<file path="src/core/clockgen_map.svh">
`ifndef CLOCKGEN_MAP_SVH
`define CLOCKGEN_MAP_SVH

// ****************************************************************
// register byte offsets
// ****************************************************************
`define OFS_CONFIG 12'h000
`define OFS_IRQ_CONTROL 12'h004
`define OFS_FLAGS 12'h008
`define OFS_WATCHDOG_ARM 12'h00C
`define OFS_WATCHDOG_RATE 12'h010
`define OFS_TICK_RATE 12'h014
`define OFS_STATUS 12'h018

// ****************************************************************
// field positions
// ****************************************************************
`define CFG_CME_BIT 0
`define CFG_SELF_CLOCK_MODE_ENABLE_BIT 1
`define CFG_PSEUDO_STOP_SELECT_BIT 2
`define IRQ_TICK_BIT 0
`define IRQ_LOCK_BIT 1
`define IRQ_SELF_BIT 2

// ****************************************************************
// reset values and codes
// ****************************************************************
`define CFG_RESET 3'h3
`define IRQ_CTRL_RESET 3'h0
`define ARM_FIRST 8'h55
`define ARM_SECOND 8'hAA

// ****************************************************************
// timing counts
// ****************************************************************
`define RESET_DRIVE_CYCLES 8'h80
`define SYNC_EXTRA_CYCLES 8'h03
`define RESET_WAIT_CYCLES 8'h40
`define CHECK_WINDOWS 6'h32
`define CHECK_WINDOW_CYCLES 16'h1000

`endif

</file>
<file path="src/core/clockgen_pkg.sv">
package clockgen_pkg;

  // sequencer states
  typedef enum logic [2:0] {
    SEQ_IDLE,
    SEQ_CHECK,
    SEQ_DRIVE,
    SEQ_WAIT,
    SEQ_DONE
  } seq_state_e;

  // reset source pending bits
  typedef struct packed {
    logic clock_monitor;
    logic watchdog;
    logic power;
  } reset_cause_s;

  // vector choice reported after the sequence
  typedef enum logic [1:0] {
    VEC_POWER_ON,
    VEC_EXTERNAL,
    VEC_CLOCK_MONITOR,
    VEC_WATCHDOG
  } vector_e;

endpackage : clockgen_pkg

</file>
<file path="src/core/clock_reset_interrupt_gen.sv">
// What this block does
// - clock monitor reset needs monitor on, clock lost, self-clock off
// - clock monitor reset forces both monitor and self-clock enables to 1
// - after clock monitor reset enter self-clock, start sequence at the drive step, no check
// - a passing check leaves self-clock mode even mid-sequence
// - a correct arm pair restarts the watchdog period
// - period expiring without a correct arm pair causes watchdog reset
// - power or low-voltage reset first checks clock, then starts sequence
// - after 50 failed check windows the sequence runs in self-clock mode
// - tick request each period, masked by its enable
// - tick flag sets on timeout, clears only by writing one
// - with pseudo-stop select set, tick counter runs in pseudo stop
// - lock request on any lock change, masked by its enable
// - lock change flag sets on change, clears only by writing one
// - self-clock request on entry and exit, masked by its enable
// - self-clock entered on failed check after reset, full stop, monitor loss
// - self-clock change flag sets on change, clears by writing one
// - monitor and self-clock enabled: clock loss enters self-clock, no reset
// - any reset drives reset line low 128+n cycles, then waits 64; power reset also drives it low through the clock check
// - sample line: low gives external, else monitor, watchdog, power vector
//
// Local design decisions: the APB register port and the register offsets.
`timescale 1ns/1ns
`include "clockgen_map.svh"

module clock_reset_interrupt_gen #(
  parameter int WATCHDOG_BASE = 4096,
  parameter int TICK_BASE = 1024,
  parameter logic [15:0] CHECK_WINDOW_LEN = `CHECK_WINDOW_CYCLES
) (
  input wire logic clk,
  input wire logic resetn,
  input wire logic psel,
  input wire logic penable,
  input wire logic pwrite,
  input wire logic [11:0] paddr,
  input wire logic [31:0] pwdata,
  output logic [31:0] prdata,
  output logic pready,
  output logic pslverr,
  input wire logic power_reset_req,
  input wire logic clock_loss,
  input wire logic clock_good,
  input wire logic pll_locked,
  input wire logic pseudo_stop,
  input wire logic full_stop_exit,
  input wire logic reset_pin_in,
  output logic reset_pin_out,
  output logic reset_pin_oe_n,
  output logic internal_reset,
  output logic self_clock_mode,
  output logic [1:0] vector_sel,
  output logic tick_irq,
  output logic pll_lock_irq,
  output logic self_clock_irq
);

  // ****************************************************************
  // declarations
  // ****************************************************************
  logic [2:0] config_r;
  logic [2:0] irq_ctrl_r;
  logic [2:0] flags_r;
  logic [2:0] watchdog_rate_r;
  logic [2:0] tick_rate_r;
  logic arm_first_seen_r;
  logic [31:0] watchdog_cnt_r;
  logic [31:0] tick_cnt_r;
  logic watchdog_expire;
  logic tick_expire;
  logic lock_prev_r;
  logic self_prev_r;
  logic self_clock_r;
  logic monitor_reset;
  clockgen_pkg::reset_cause_s cause_r;
  clockgen_pkg::seq_state_e state_r;
  logic [7:0] seq_cnt_r;
  logic [15:0] window_cnt_r;
  logic [5:0] window_num_r;
  logic wr;
  logic rd;
  logic [31:0] rd_nxt;

  assign wr = psel && penable && pwrite;
  assign rd = psel && penable && !pwrite;

  // clock loss with self-clock off is a reset, with it on self-clock mode
  assign monitor_reset = config_r[`CFG_CME_BIT] && clock_loss && !config_r[`CFG_SELF_CLOCK_MODE_ENABLE_BIT];

  // ****************************************************************
  // register bus
  // ****************************************************************

  // configuration; monitor reset returns defaults with both enables set
  always_ff @(posedge clk or negedge resetn) begin
    if (!resetn) begin
      config_r <= `CFG_RESET;
      irq_ctrl_r <= `IRQ_CTRL_RESET;
      watchdog_rate_r <= 3'h0;
      tick_rate_r <= 3'h0;
    end else if (monitor_reset || power_reset_req) begin
      config_r <= `CFG_RESET;
      irq_ctrl_r <= `IRQ_CTRL_RESET;
      watchdog_rate_r <= 3'h0;
      tick_rate_r <= 3'h0;
    end else if (wr && pready) begin
      if (paddr == `OFS_CONFIG) begin
        config_r <= pwdata[2:0];
      end
      if (paddr == `OFS_IRQ_CONTROL) begin
        irq_ctrl_r <= pwdata[2:0];
      end
      if (paddr == `OFS_WATCHDOG_RATE) begin
        watchdog_rate_r <= pwdata[2:0];
      end
      if (paddr == `OFS_TICK_RATE) begin
        tick_rate_r <= pwdata[2:0];
      end
    end
  end

  // read mux
  always_comb begin
    rd_nxt = 32'h0000_0000;
    unique case (paddr)
      `OFS_CONFIG: rd_nxt = {29'h0, config_r};
      `OFS_IRQ_CONTROL: rd_nxt = {29'h0, irq_ctrl_r};
      `OFS_FLAGS: rd_nxt = {29'h0, flags_r};
      `OFS_WATCHDOG_RATE: rd_nxt = {29'h0, watchdog_rate_r};
      `OFS_TICK_RATE: rd_nxt = {29'h0, tick_rate_r};
      `OFS_STATUS: rd_nxt = {26'h0, vector_sel, pll_locked, self_clock_r, internal_reset, reset_pin_out};
      default: rd_nxt = 32'h0000_0000;
    endcase
  end

  // one wait state: ready in the second access cycle
  always_ff @(posedge clk or negedge resetn) begin
    if (!resetn) begin
      pready <= 1'b0;
      pslverr <= 1'b0;
      prdata <= 32'h0000_0000;
    end else begin
      pready <= psel && penable && !pready;
      pslverr <= psel && penable && !pready && (paddr > `OFS_STATUS || paddr[1:0] != 2'h0);
      prdata <= (rd && !pready) ? rd_nxt : 32'h0000_0000;
    end
  end

  // ****************************************************************
  // watchdog
  // ****************************************************************

  // arming pair tracker and timeout counter
  always_ff @(posedge clk or negedge resetn) begin
    if (!resetn) begin
      arm_first_seen_r <= 1'b0;
      watchdog_cnt_r <= 32'h0000_0000;
    end else if (watchdog_rate_r == 3'h0 || state_r != clockgen_pkg::SEQ_IDLE) begin
      arm_first_seen_r <= 1'b0;
      watchdog_cnt_r <= 32'h0000_0000;
    end else if (wr && pready && paddr == `OFS_WATCHDOG_ARM) begin
      if (arm_first_seen_r && pwdata[7:0] == `ARM_SECOND) begin
        arm_first_seen_r <= 1'b0;
        watchdog_cnt_r <= 32'h0000_0000;
      end else begin
        arm_first_seen_r <= (pwdata[7:0] == `ARM_FIRST);
        watchdog_cnt_r <= watchdog_cnt_r + 32'h1;
      end
    end else begin
      watchdog_cnt_r <= watchdog_cnt_r + 32'h1;
    end
  end

  assign watchdog_expire = (watchdog_rate_r != 3'h0) &&
    (watchdog_cnt_r >= (32'(WATCHDOG_BASE) << watchdog_rate_r) - 32'h1);

  // ****************************************************************
  // periodic tick
  // ****************************************************************

  // counter stops in full stop, runs in pseudo stop when selected
  always_ff @(posedge clk or negedge resetn) begin
    if (!resetn) begin
      tick_cnt_r <= 32'h0000_0000;
    end else if (tick_rate_r == 3'h0 || (pseudo_stop && !config_r[`CFG_PSEUDO_STOP_SELECT_BIT])) begin
      tick_cnt_r <= 32'h0000_0000;
    end else if (tick_expire) begin
      tick_cnt_r <= 32'h0000_0000;
    end else begin
      tick_cnt_r <= tick_cnt_r + 32'h1;
    end
  end

  assign tick_expire = (tick_rate_r != 3'h0) && (tick_cnt_r >= (32'(TICK_BASE) << tick_rate_r) - 32'h1);

  // ****************************************************************
  // self-clock mode
  // ****************************************************************

  // enter on monitor loss or failed check, leave when the check passes
  always_ff @(posedge clk or negedge resetn) begin
    if (!resetn) begin
      self_clock_r <= 1'b0;
    end else if (clock_loss && config_r[`CFG_CME_BIT]) begin
      self_clock_r <= 1'b1;
    end else if (full_stop_exit && !config_r[`CFG_PSEUDO_STOP_SELECT_BIT] && !clock_good) begin
      self_clock_r <= 1'b1;
    end else if (state_r == clockgen_pkg::SEQ_CHECK && window_num_r == `CHECK_WINDOWS) begin
      self_clock_r <= 1'b1;
    end else if (clock_good) begin
      self_clock_r <= 1'b0;
    end
  end

  // ****************************************************************
  // interrupt flags
  // ****************************************************************

  // edges of lock and self-clock state
  always_ff @(posedge clk or negedge resetn) begin
    if (!resetn) begin
      lock_prev_r <= 1'b0;
      self_prev_r <= 1'b0;
    end else begin
      lock_prev_r <= pll_locked;
      self_prev_r <= self_clock_r;
    end
  end

  // sticky flags, set beats the write-one clear
  always_ff @(posedge clk or negedge resetn) begin
    if (!resetn) begin
      flags_r <= 3'h0;
    end else begin
      for (int i = 0; i < 3; i++) begin
        if (wr && pready && paddr == `OFS_FLAGS && pwdata[i]) begin
          flags_r[i] <= 1'b0;
        end
      end
      if (tick_expire) begin
        flags_r[`IRQ_TICK_BIT] <= 1'b1;
      end
      if (pll_locked != lock_prev_r) begin
        flags_r[`IRQ_LOCK_BIT] <= 1'b1;
      end
      if (self_clock_r != self_prev_r) begin
        flags_r[`IRQ_SELF_BIT] <= 1'b1;
      end
    end
  end

  // requests are flag and enable
  always_ff @(posedge clk or negedge resetn) begin
    if (!resetn) begin
      tick_irq <= 1'b0;
      pll_lock_irq <= 1'b0;
      self_clock_irq <= 1'b0;
    end else begin
      tick_irq <= flags_r[`IRQ_TICK_BIT] && irq_ctrl_r[`IRQ_TICK_BIT];
      pll_lock_irq <= flags_r[`IRQ_LOCK_BIT] && irq_ctrl_r[`IRQ_LOCK_BIT];
      self_clock_irq <= flags_r[`IRQ_SELF_BIT] && irq_ctrl_r[`IRQ_SELF_BIT];
    end
  end

  // ****************************************************************
  // reset sequencer
  // ****************************************************************

  // pending causes, kept until the vector is chosen
  always_ff @(posedge clk or negedge resetn) begin
    if (!resetn) begin
      cause_r <= '0;
    end else if (state_r == clockgen_pkg::SEQ_DONE) begin
      cause_r <= '0;
    end else begin
      if (monitor_reset) begin
        cause_r.clock_monitor <= 1'b1;
      end
      if (watchdog_expire) begin
        cause_r.watchdog <= 1'b1;
      end
      if (power_reset_req) begin
        cause_r.power <= 1'b1;
      end
    end
  end

  // check windows, drive, wait, sample
  always_ff @(posedge clk or negedge resetn) begin
    if (!resetn) begin
      state_r <= clockgen_pkg::SEQ_CHECK;
      seq_cnt_r <= 8'h00;
      window_cnt_r <= 16'h0000;
      window_num_r <= 6'h00;
    end else if (power_reset_req) begin
      state_r <= clockgen_pkg::SEQ_CHECK;
      seq_cnt_r <= 8'h00;
      window_cnt_r <= 16'h0000;
      window_num_r <= 6'h00;
    end else if (monitor_reset || watchdog_expire || !reset_pin_in && state_r == clockgen_pkg::SEQ_IDLE) begin
      state_r <= clockgen_pkg::SEQ_DRIVE;
      seq_cnt_r <= 8'h00;
    end else begin
      unique case (state_r)
        clockgen_pkg::SEQ_IDLE: begin
          seq_cnt_r <= 8'h00;
        end
        clockgen_pkg::SEQ_CHECK: begin
          if (clock_good || window_num_r == `CHECK_WINDOWS) begin
            state_r <= clockgen_pkg::SEQ_DRIVE;
          end else if (window_cnt_r == CHECK_WINDOW_LEN - 16'h1) begin
            window_cnt_r <= 16'h0000;
            window_num_r <= window_num_r + 6'h1;
          end else begin
            window_cnt_r <= window_cnt_r + 16'h1;
          end
        end
        clockgen_pkg::SEQ_DRIVE: begin
          if (seq_cnt_r == `RESET_DRIVE_CYCLES + `SYNC_EXTRA_CYCLES - 8'h1) begin
            state_r <= clockgen_pkg::SEQ_WAIT;
            seq_cnt_r <= 8'h00;
          end else begin
            seq_cnt_r <= seq_cnt_r + 8'h1;
          end
        end
        clockgen_pkg::SEQ_WAIT: begin
          if (seq_cnt_r == `RESET_WAIT_CYCLES - 8'h1) begin
            state_r <= clockgen_pkg::SEQ_DONE;
          end else begin
            seq_cnt_r <= seq_cnt_r + 8'h1;
          end
        end
        clockgen_pkg::SEQ_DONE: begin
          if (reset_pin_in) begin
            state_r <= clockgen_pkg::SEQ_IDLE; // held while pin is low externally
          end
        end
        default: state_r <= clockgen_pkg::SEQ_IDLE;
      endcase
    end
  end

  // pin drive, internal reset and vector choice
  always_ff @(posedge clk or negedge resetn) begin
    if (!resetn) begin
      reset_pin_out <= 1'b0;
      reset_pin_oe_n <= 1'b0;
      internal_reset <= 1'b1;
      vector_sel <= clockgen_pkg::VEC_POWER_ON;
      self_clock_mode <= 1'b0;
    end else begin
      reset_pin_out <= 1'b0;
      reset_pin_oe_n <= !(state_r == clockgen_pkg::SEQ_DRIVE || state_r == clockgen_pkg::SEQ_CHECK);
      internal_reset <= state_r != clockgen_pkg::SEQ_IDLE;
      self_clock_mode <= self_clock_r;
      if (state_r == clockgen_pkg::SEQ_WAIT && seq_cnt_r == `RESET_WAIT_CYCLES - 8'h1) begin
        if (!reset_pin_in) begin
          vector_sel <= clockgen_pkg::VEC_EXTERNAL;
        end else if (cause_r.clock_monitor) begin
          vector_sel <= clockgen_pkg::VEC_CLOCK_MONITOR;
        end else if (cause_r.watchdog) begin
          vector_sel <= clockgen_pkg::VEC_WATCHDOG;
        end else begin
          vector_sel <= clockgen_pkg::VEC_POWER_ON;
        end
      end
    end
  end

endmodule : clock_reset_interrupt_gen

</file>
<file path="config.mk">
export PLATFORM = sky130hd
export DESIGN_NAME = clock_reset_interrupt_gen
export DESIGN_NICKNAME = d
export VERILOG_FILES = /design/src/core/clockgen_pkg.sv /design/src/core/clock_reset_interrupt_gen.sv
export VERILOG_INCLUDE_DIRS = /design/src /design/src/core
export SDC_FILE = /design/constraint.sdc
export NUM_CORES = 1
export LEC_CHECK = 0
export BUFFER_PORTS_ARGS = -buffer_cell sky130_fd_sc_hd__buf_4
export CAP_MARGIN = 20
export CORE_MARGIN = 2
export CORE_UTILIZATION = 53
export CTS_CLUSTER_SIZE = 40
export DETAILED_ROUTE_END_ITERATION = 16
export PLACE_DENSITY = 0.77
export SYNTH_ARGS = -nofsm -noshare
export SYNTH_HDL_FRONTEND = slang
export SYNTH_SLANG_ARGS = --single-unit
</file>
<file path="constraint.sdc">
create_clock -name clk -period 2.84 [get_ports clk]
set_input_delay 0.284 -clock clk [delete_from_list [all_inputs] [get_ports clk]]
set_output_delay 0.284 -clock clk [all_outputs]
set_load 0.03 [all_outputs]
</file>
==> flow_summary.ini, run 1 <==
[run_status]
status = complete, no violations

[global_route]
use_met1 = 0.303
use_met2 = 0.356
antenna_found_initial = 0
grt_max_degree = 61
overflow = 0
grt_pass1_vias = 6272
grt_pass1_wl_microns = 29500
grt_util_all_layers = 0.223
use_met3 = 0.0484
grt.busiest_layer = met2

[sta]
slew_viol_final = 0
hold_viol = 0
finalCritPeriodShare = 0.995
report.final.setup_viol = 0
grt_setup_unrepaired = yes
setup_slack_ns = 0.0137
fin_crit_ns = 2.83
max_freq_mhz = 354
fin_worst_skew_ns = 0.00962
tightest_slew_ns = 0.621
relSlewSlack = 0.583

[floorplan]
die-area_sq_mm = 0.0163
fp.dieH_microns = 128
initial_utilization = 0.538
die_w_microns = 128
coreArea_sq_mm = 0.0151
io_pins = 99
rows = 45

[finish]
seq_area_sq_mm = 0.00333
drive_gt1_frac = 0.194
fin_nets = 1026
utilization = 0.637
num-fill-cells = 1204
area_growth_pct = 18.4
n_antenna_cell = 0
multi_input_area_sq_mm = 0.00457

[setup_path]
worstSetupEndpoint = flags_r[0]
crit_arrival_ns = 3.14
r2r-end = flags_r[0]
worstPathMaxFanout = 5
reg2regPathDepth = 13
crit_path_end_kind = register
crit_slowest_cell = or3_4
critPathKind = reg2reg
worstSetupStartpointType = register
reg2reg_slack_ns = 0.01
crit_start = tick_rate_r[1]
crit_path_max_incr_delay_ns = 0.42
timing.rr.start = tick_rate_r[1]
worst_ep_required_time_ns = 3.15
cp_cell_sequence = or3_4, ha_4, buf_4, buf_4, xnor2_1, ha_1, a21oi_2, o21ai_2, a2bb2oi_2, nand4_1, buf_6, buf_6, a32o_1

[detailed_routing]
first_pass_iters = 5
wl_per_cell_microns = 16.0
vias_per_cell = 5.84
drt_iter0_drc = 508
ant_nets = 0
wl_microns = 18200
via_count = 6618
drc = 0

[logic_synthesis]
yosys_warnings = 0
synthCells = 858
yosys.area.top_type = dfrtp_1
ys_async_sr_fraction = 1.00
syn_area_per_cell_sq_um = 9.47
synth_flop_cell = dfrtp_1
synth.ff_latch_count = 133
syn_area_sq_mm = 0.00812
synth_cell_types = 70
synth_edf_count = 0
synth_top_area_share = 0.397
yosysSeqAreaShare = 0.410
synthMostInstantiatedCell = dfrtp_1
synth_common_cells = 129 x dfrtp_1, 91 x nor2_1, 55 x nand2_1
synthTopCellsByArea = dfrtp_1 40%, ha_1 5.9%, xor2_1 4.3%, nor2_1 4.2%, xnor2_1 3.5%

[clock_network]
cts_buffer_depth = 2
cts.sinks = 133
clk_latency_ns = 0.42
htreeDepth = 4
cts_buffers = 17
clk_pin_slew_ns = 0.06
cts_tree = built
clockRootBuffer = clkbuf_16

[power_and_ir_drop]
p_per_area_mw_per_mm2 = 478
ir_worst_vdd_mv = 0.675
p_leak_uw = 0.00396

[placement]
gp_congestion = 0.827
portBuffers = 47
place_ws_ns = 0.00141
dp_hpwl_microns = 12100

[job]
maxCapViolations = 0

[worst_hold_path]
hp-class = in2reg
-- sequential cells by signal, summed over array words and instances, names as in the netlist, 2 cells and up --
signal           flops
prdata               6
flags_r              3
tick_rate_r          3
window_num_r         6
state_r              3
tick_cnt_r          32
seq_cnt_r            8
watchdog_rate_r      3
window_cnt_r        16
cause_r              2
watchdog_cnt_r      32
irq_ctrl_r           3
config_r             3
vector_sel           2
-- per-layer routing --
metal / up-vias / wire length, microns
met5: - / 0
met4: 0 / 297
met3: 28 / 854
met2: 179 / 8850
met1: 3211 / 8150
li1: 3200 / -
-- per-stage QoR --
stage                     power (uW)  cells  hold WS [ns]  TNS [ns]  cell area [sq um]
final                           4590   1133         0.150         0               9610
after global routing            4760   1133         0.147     -2.88               9610
after CTS                       4630   1124         0.133         0               9370
after detailed placement        2310   1090         0.297         0               8720
after global placement          2310   1090         0.294         0               8720
after floorplan                 2200    890       -0.0116         0               8300
-- where the power goes --
group | switching, uW | leakage, uW | internal, uW
logic | 222 | 0.00185 | 113
registers | 30.8 | 0.00181 | 1920
clock network | 819 | 0.000299 | 1490
-- worst min-delay path by stage --
| stage | start | end | slack, ns | cells after the start |
|---|---|---|---|---|
| global placement | resetn | tick_cnt_r[31] | 0.29 | 1 |
| floorplan | resetn | arm_first_seen_r | -0.01 | 0 |
| CTS | reset_pin_in | vector_sel[1] | 0.13 | 3 |
| finish | reset_pin_in | vector_sel[1] | 0.15 | 3 |
| detailed placement | resetn | tick_cnt_r[30] | 0.30 | 1 |
| global route | pwdata[2] | tick_rate_r[2] | 0.15 | 3 |
-- kinds of logic after synthesis --
| group | synth area share |
|---|---|
| flops | 0.410 |
| compound gates | 0.131 |
| fa+ha+maj | 0.0585 |
| other cells | 0.000925 |
| buf+inv | 0.0604 |
| xor+xnor | 0.0776 |
| mux | 0.0330 |
| simple gates | 0.228 |
-- critical path: cells and delay by family (launching register included) --
kind	cells	cell delay [ns]
AOI/OAI and AO/OA	4	0.57
xor gates and xnor gates	1	0.12
adders and majority gates	2	0.39
buffers and inverters	4	0.62
DFF	1	0.41
and+or+nand+nor	2	0.62
-- final cells by class --
class                           instances  share of cell area
Clock buffer                           19              0.0461
Multi-Input combinational cell        662               0.475
Sequential cell                       133               0.347
Tap cell                              188              0.0245
Timing Repair Buffer                   90              0.0780
Inverter                               28              0.0109
Clock inverter                         13              0.0187
-- layout by cell type (no fill, tap or decap), types with 10 or more instances in the layout --
| cell | instances |
|---|---|
| o21a_1 | 11 |
| a211oi_2 | 18 |
| nand3_1 | 40 |
| nand4_1 | 38 |
| buf_4 | 80 |
| ha_1 | 37 |
| xnor2_1 | 32 |
| xor2_1 | 40 |
| nor3_1 | 18 |
| nand2_1 | 53 |
| dfrtp_1 | 129 |
| o21ai_0 | 19 |
| a211oi_1 | 19 |
| a21oi_1 | 22 |
| conb_1 | 34 |
| inv_1 | 27 |
| mux2i_1 | 17 |
| or3_1 | 11 |
| nor4_1 | 10 |
| nor2_1 | 90 |
| clkbuf_16 | 19 |
-- timing repair --
action,in CTS,in global routing
endpoints found under the hold margin,57,0
buffers inserted,0,6
hold buffers,2,0
resized for setup,2,33
setup endpoints to repair,5,33
pin swaps,0,7
gates cloned,0,3
Power figures use the tool's default switching activity.
==> inputs of run 2 (changes only) <==
- BUFFER_PORTS_ARGS: -buffer_cell sky130_fd_sc_hd__buf_4 -> -buffer_cell sky130_fd_sc_hd__buf_2
- PLACE_DENSITY: 0.77 -> default
- PLACE_DENSITY_LB_ADDON: default -> 0.25
==> run 2 against run 1 <==
Sequential share of layout area increased by 0.94 points. Critical path depth decreased by 1. Register-to-register slack improved by 0.14 ns. Die area unchanged. Global-route usage about the same. Sequential power about the same. First-iteration DRC count decreased by 22%. Final cell count decreased by 0.79%. Fmax increased by 5.1%. Via count decreased by 2.5%. Non-clock buffer count decreased by 9. Clock power increased by 2%.
==> flow_summary.ini, run 2 (same netlist as run 1, synthesis figures left out) <==
[floorplan]
die-area_sq_mm = 0.0163
die_w_microns = 128
fp.dieH_microns = 128
initial_utilization = 0.538
coreArea_sq_mm = 0.0151
io_pins = 99
rows = 45

[finish]
area_growth_pct = 15.3
fin_nets = 1017
drive_gt1_frac = 0.170
reg_top3 = tick_cnt_r x32, watchdog_cnt_r x32, window_cnt_r x16
n_antenna_cell = 0
final_common_cell = dfrtp_1
final_cell_mix = 129 x dfrtp_1, 90 x nor2_1, 54 x nand2_1

[clock_network]
clockRootBuffer = clkbuf_16
cts_buffers = 17
cts.sinks = 133
clk_pin_slew_ns = 0.06
cts_tree = built
clk_latency_ns = 0.42
cts_buffer_depth = 2
htreeDepth = 4

[power_and_ir_drop]
p_per_area_mw_per_mm2 = 494
switching_share = 0.232
comb_power_share = 0.069
power_uw = 4630
p_sw_uw = 1070
p_leak_uw = 0.00388
ir_worst_vdd_mv = 0.377
p_seq_frac = 0.422
p_int_uw = 3560
clkPwrFrac = 0.510

[setup_path]
cpMostUsedCell = o21a_1
path_delay_family = compound AO/OA/AOI/OAI gates
critPathKind = reg2reg
crit_arrival_ns = 3.01
worst-path-buf-inv = 2
crit_path_end_kind = register
crit_slowest_cell = dfrtp_1
worst_ep_required_time_ns = 3.17
worstPathMaxFanout = 16
reg2reg_slack_ns = 0.15
crit_path_max_incr_delay_ns = 0.40
worstSetupStartpointType = register
cp_cell_sequence = or3_4, ha_4, xor2_1, o21a_1, ha_1, a21oi_1, o21a_1, a2bb2oi_1, nand4_1, buf_4, clkbuf_16, a211oi_1

[detailed_routing]
drt_iter0_drc = 396
wl_microns = 17400
wl_per_cell_microns = 15.5
ant_nets = 0
first_pass_iters = 5
via_count = 6452
vias_per_cell = 5.74
drc = 0

[placement]
dp_hpwl_microns = 11900
portBuffers = 47
gp_congestion = 0.808

[sta]
fin_crit_ns = 2.69
slew_viol_final = 0
holdWs_ns = 0.151
hold_viol = 0
fin_worst_skew_ns = 0.00728
finalCritPeriodShare = 0.947
relSlewSlack = 0.549
max_freq_mhz = 372
setup_tns_ns = 0
report.final.setup_viol = 0
tightest_slew_ns = 0.676

[worst_hold_path]
hp-class = in2reg

[global_route]
grt_max_degree = 53
grt_util_all_layers = 0.222
overflow = 0
antenna_found_initial = 0
grt_pass1_vias = 6184
grt_pass1_wl_microns = 29500

[job]
maxCapViolations = 0

[run_status]
status = complete, no violations
==> run 2: changes by cell type in the layout (fill, tap and decap cells not counted), moves of 2 or more <==
cell / before / now
buf_4: 80 / 28
buf_2: 1 / 46
a211oi_1: 19 / 29
a211oi_2: 18 / 8
a21oi_1: 22 / 24
a21oi_2: 3 / 1
buf_6: 3 / 1
clkbuf_8: 1 / 3
clkinv_4: 1 / 3
o21ai_0: 19 / 21
==> run 2: repair_timing <==
action / in CTS / in global routing
hold buffers: 2 / 0
resized for setup: 0 / 11
endpoints found under the setup margin: 0 / 33
setup buffers: 0 / 1
endpoints found under the hold margin: 45 / 0
==> run 2: final timing paths <==
kind	to	from	cells past startpoint
max	tick_cnt_r[16]	tick_rate_r[1]	12
min	vector_sel[1]	reset_pin_in	3
max reg2reg	tick_cnt_r[16]	tick_rate_r[1]	12
min reg2reg	self_clock_mode	self_clock_r	0
max in group asynchronous	state_r[0]	resetn	3
min in group asynchronous	tick_cnt_r[28]	resetn	2
==> run 2: power groups by stage <==
stage	registers, uW	logic (uW)	clock network (uW)
3_5_place_dp	1980	316	0
5_1_grt	1960	352	2470
2_1_floorplan	1990	215	0
3_3_place_gp	1980	312	0
4_1_cts	1950	320	2400
6_report	1950	318	2360
==> run 2: cell type report <==
class                           count  area [sq um]
Clock buffer                       20           467
Fill cell                        1260          5730
Clock inverter                     12           176
Tap cell                          188           235
Sequential cell                   133          3330
Timing Repair Buffer               81           557
Inverter                           28           105
Multi-Input combinational cell    662          4490
==> run 2: worst min-delay path, stage by stage <==
cell     delay, ns
buf_2         0.11
o21ai_0       0.08
o21ai_1       0.06
==> run 2: metal layers <==
| layer | up-vias | track usage | wire length (microns) | share of wire |
|---|---|---|---|---|
| li1 | 3190 | - | - | - |
| met1 | 3115 | 0.302 | 8110 | 0.47 |
| met2 | 128 | 0.361 | 8480 | 0.49 |
| met3 | 19 | 0.0367 | 571 | 0.033 |
| met4 | 0 | 0.0802 | 267 | 0.015 |
| met5 | - | 0 | 0 | 0 |
==> run 2: stage by stage <==
stage | cell area, sq um | worst slack [ns] | cells | util
2_1_floorplan | 8300 | 0.0252 | 890 | -
3_3_place_gp | 8610 | 0.122 | 1088 | 0.571
3_5_place_dp | 8610 | 0.0639 | 1088 | 0.571
4_1_cts | 9280 | 0.0315 | 1122 | 0.615
5_1_grt | 9360 | -0.00839 | 1124 | 0.620
6_report | 9360 | 0.151 | 1124 | 0.620
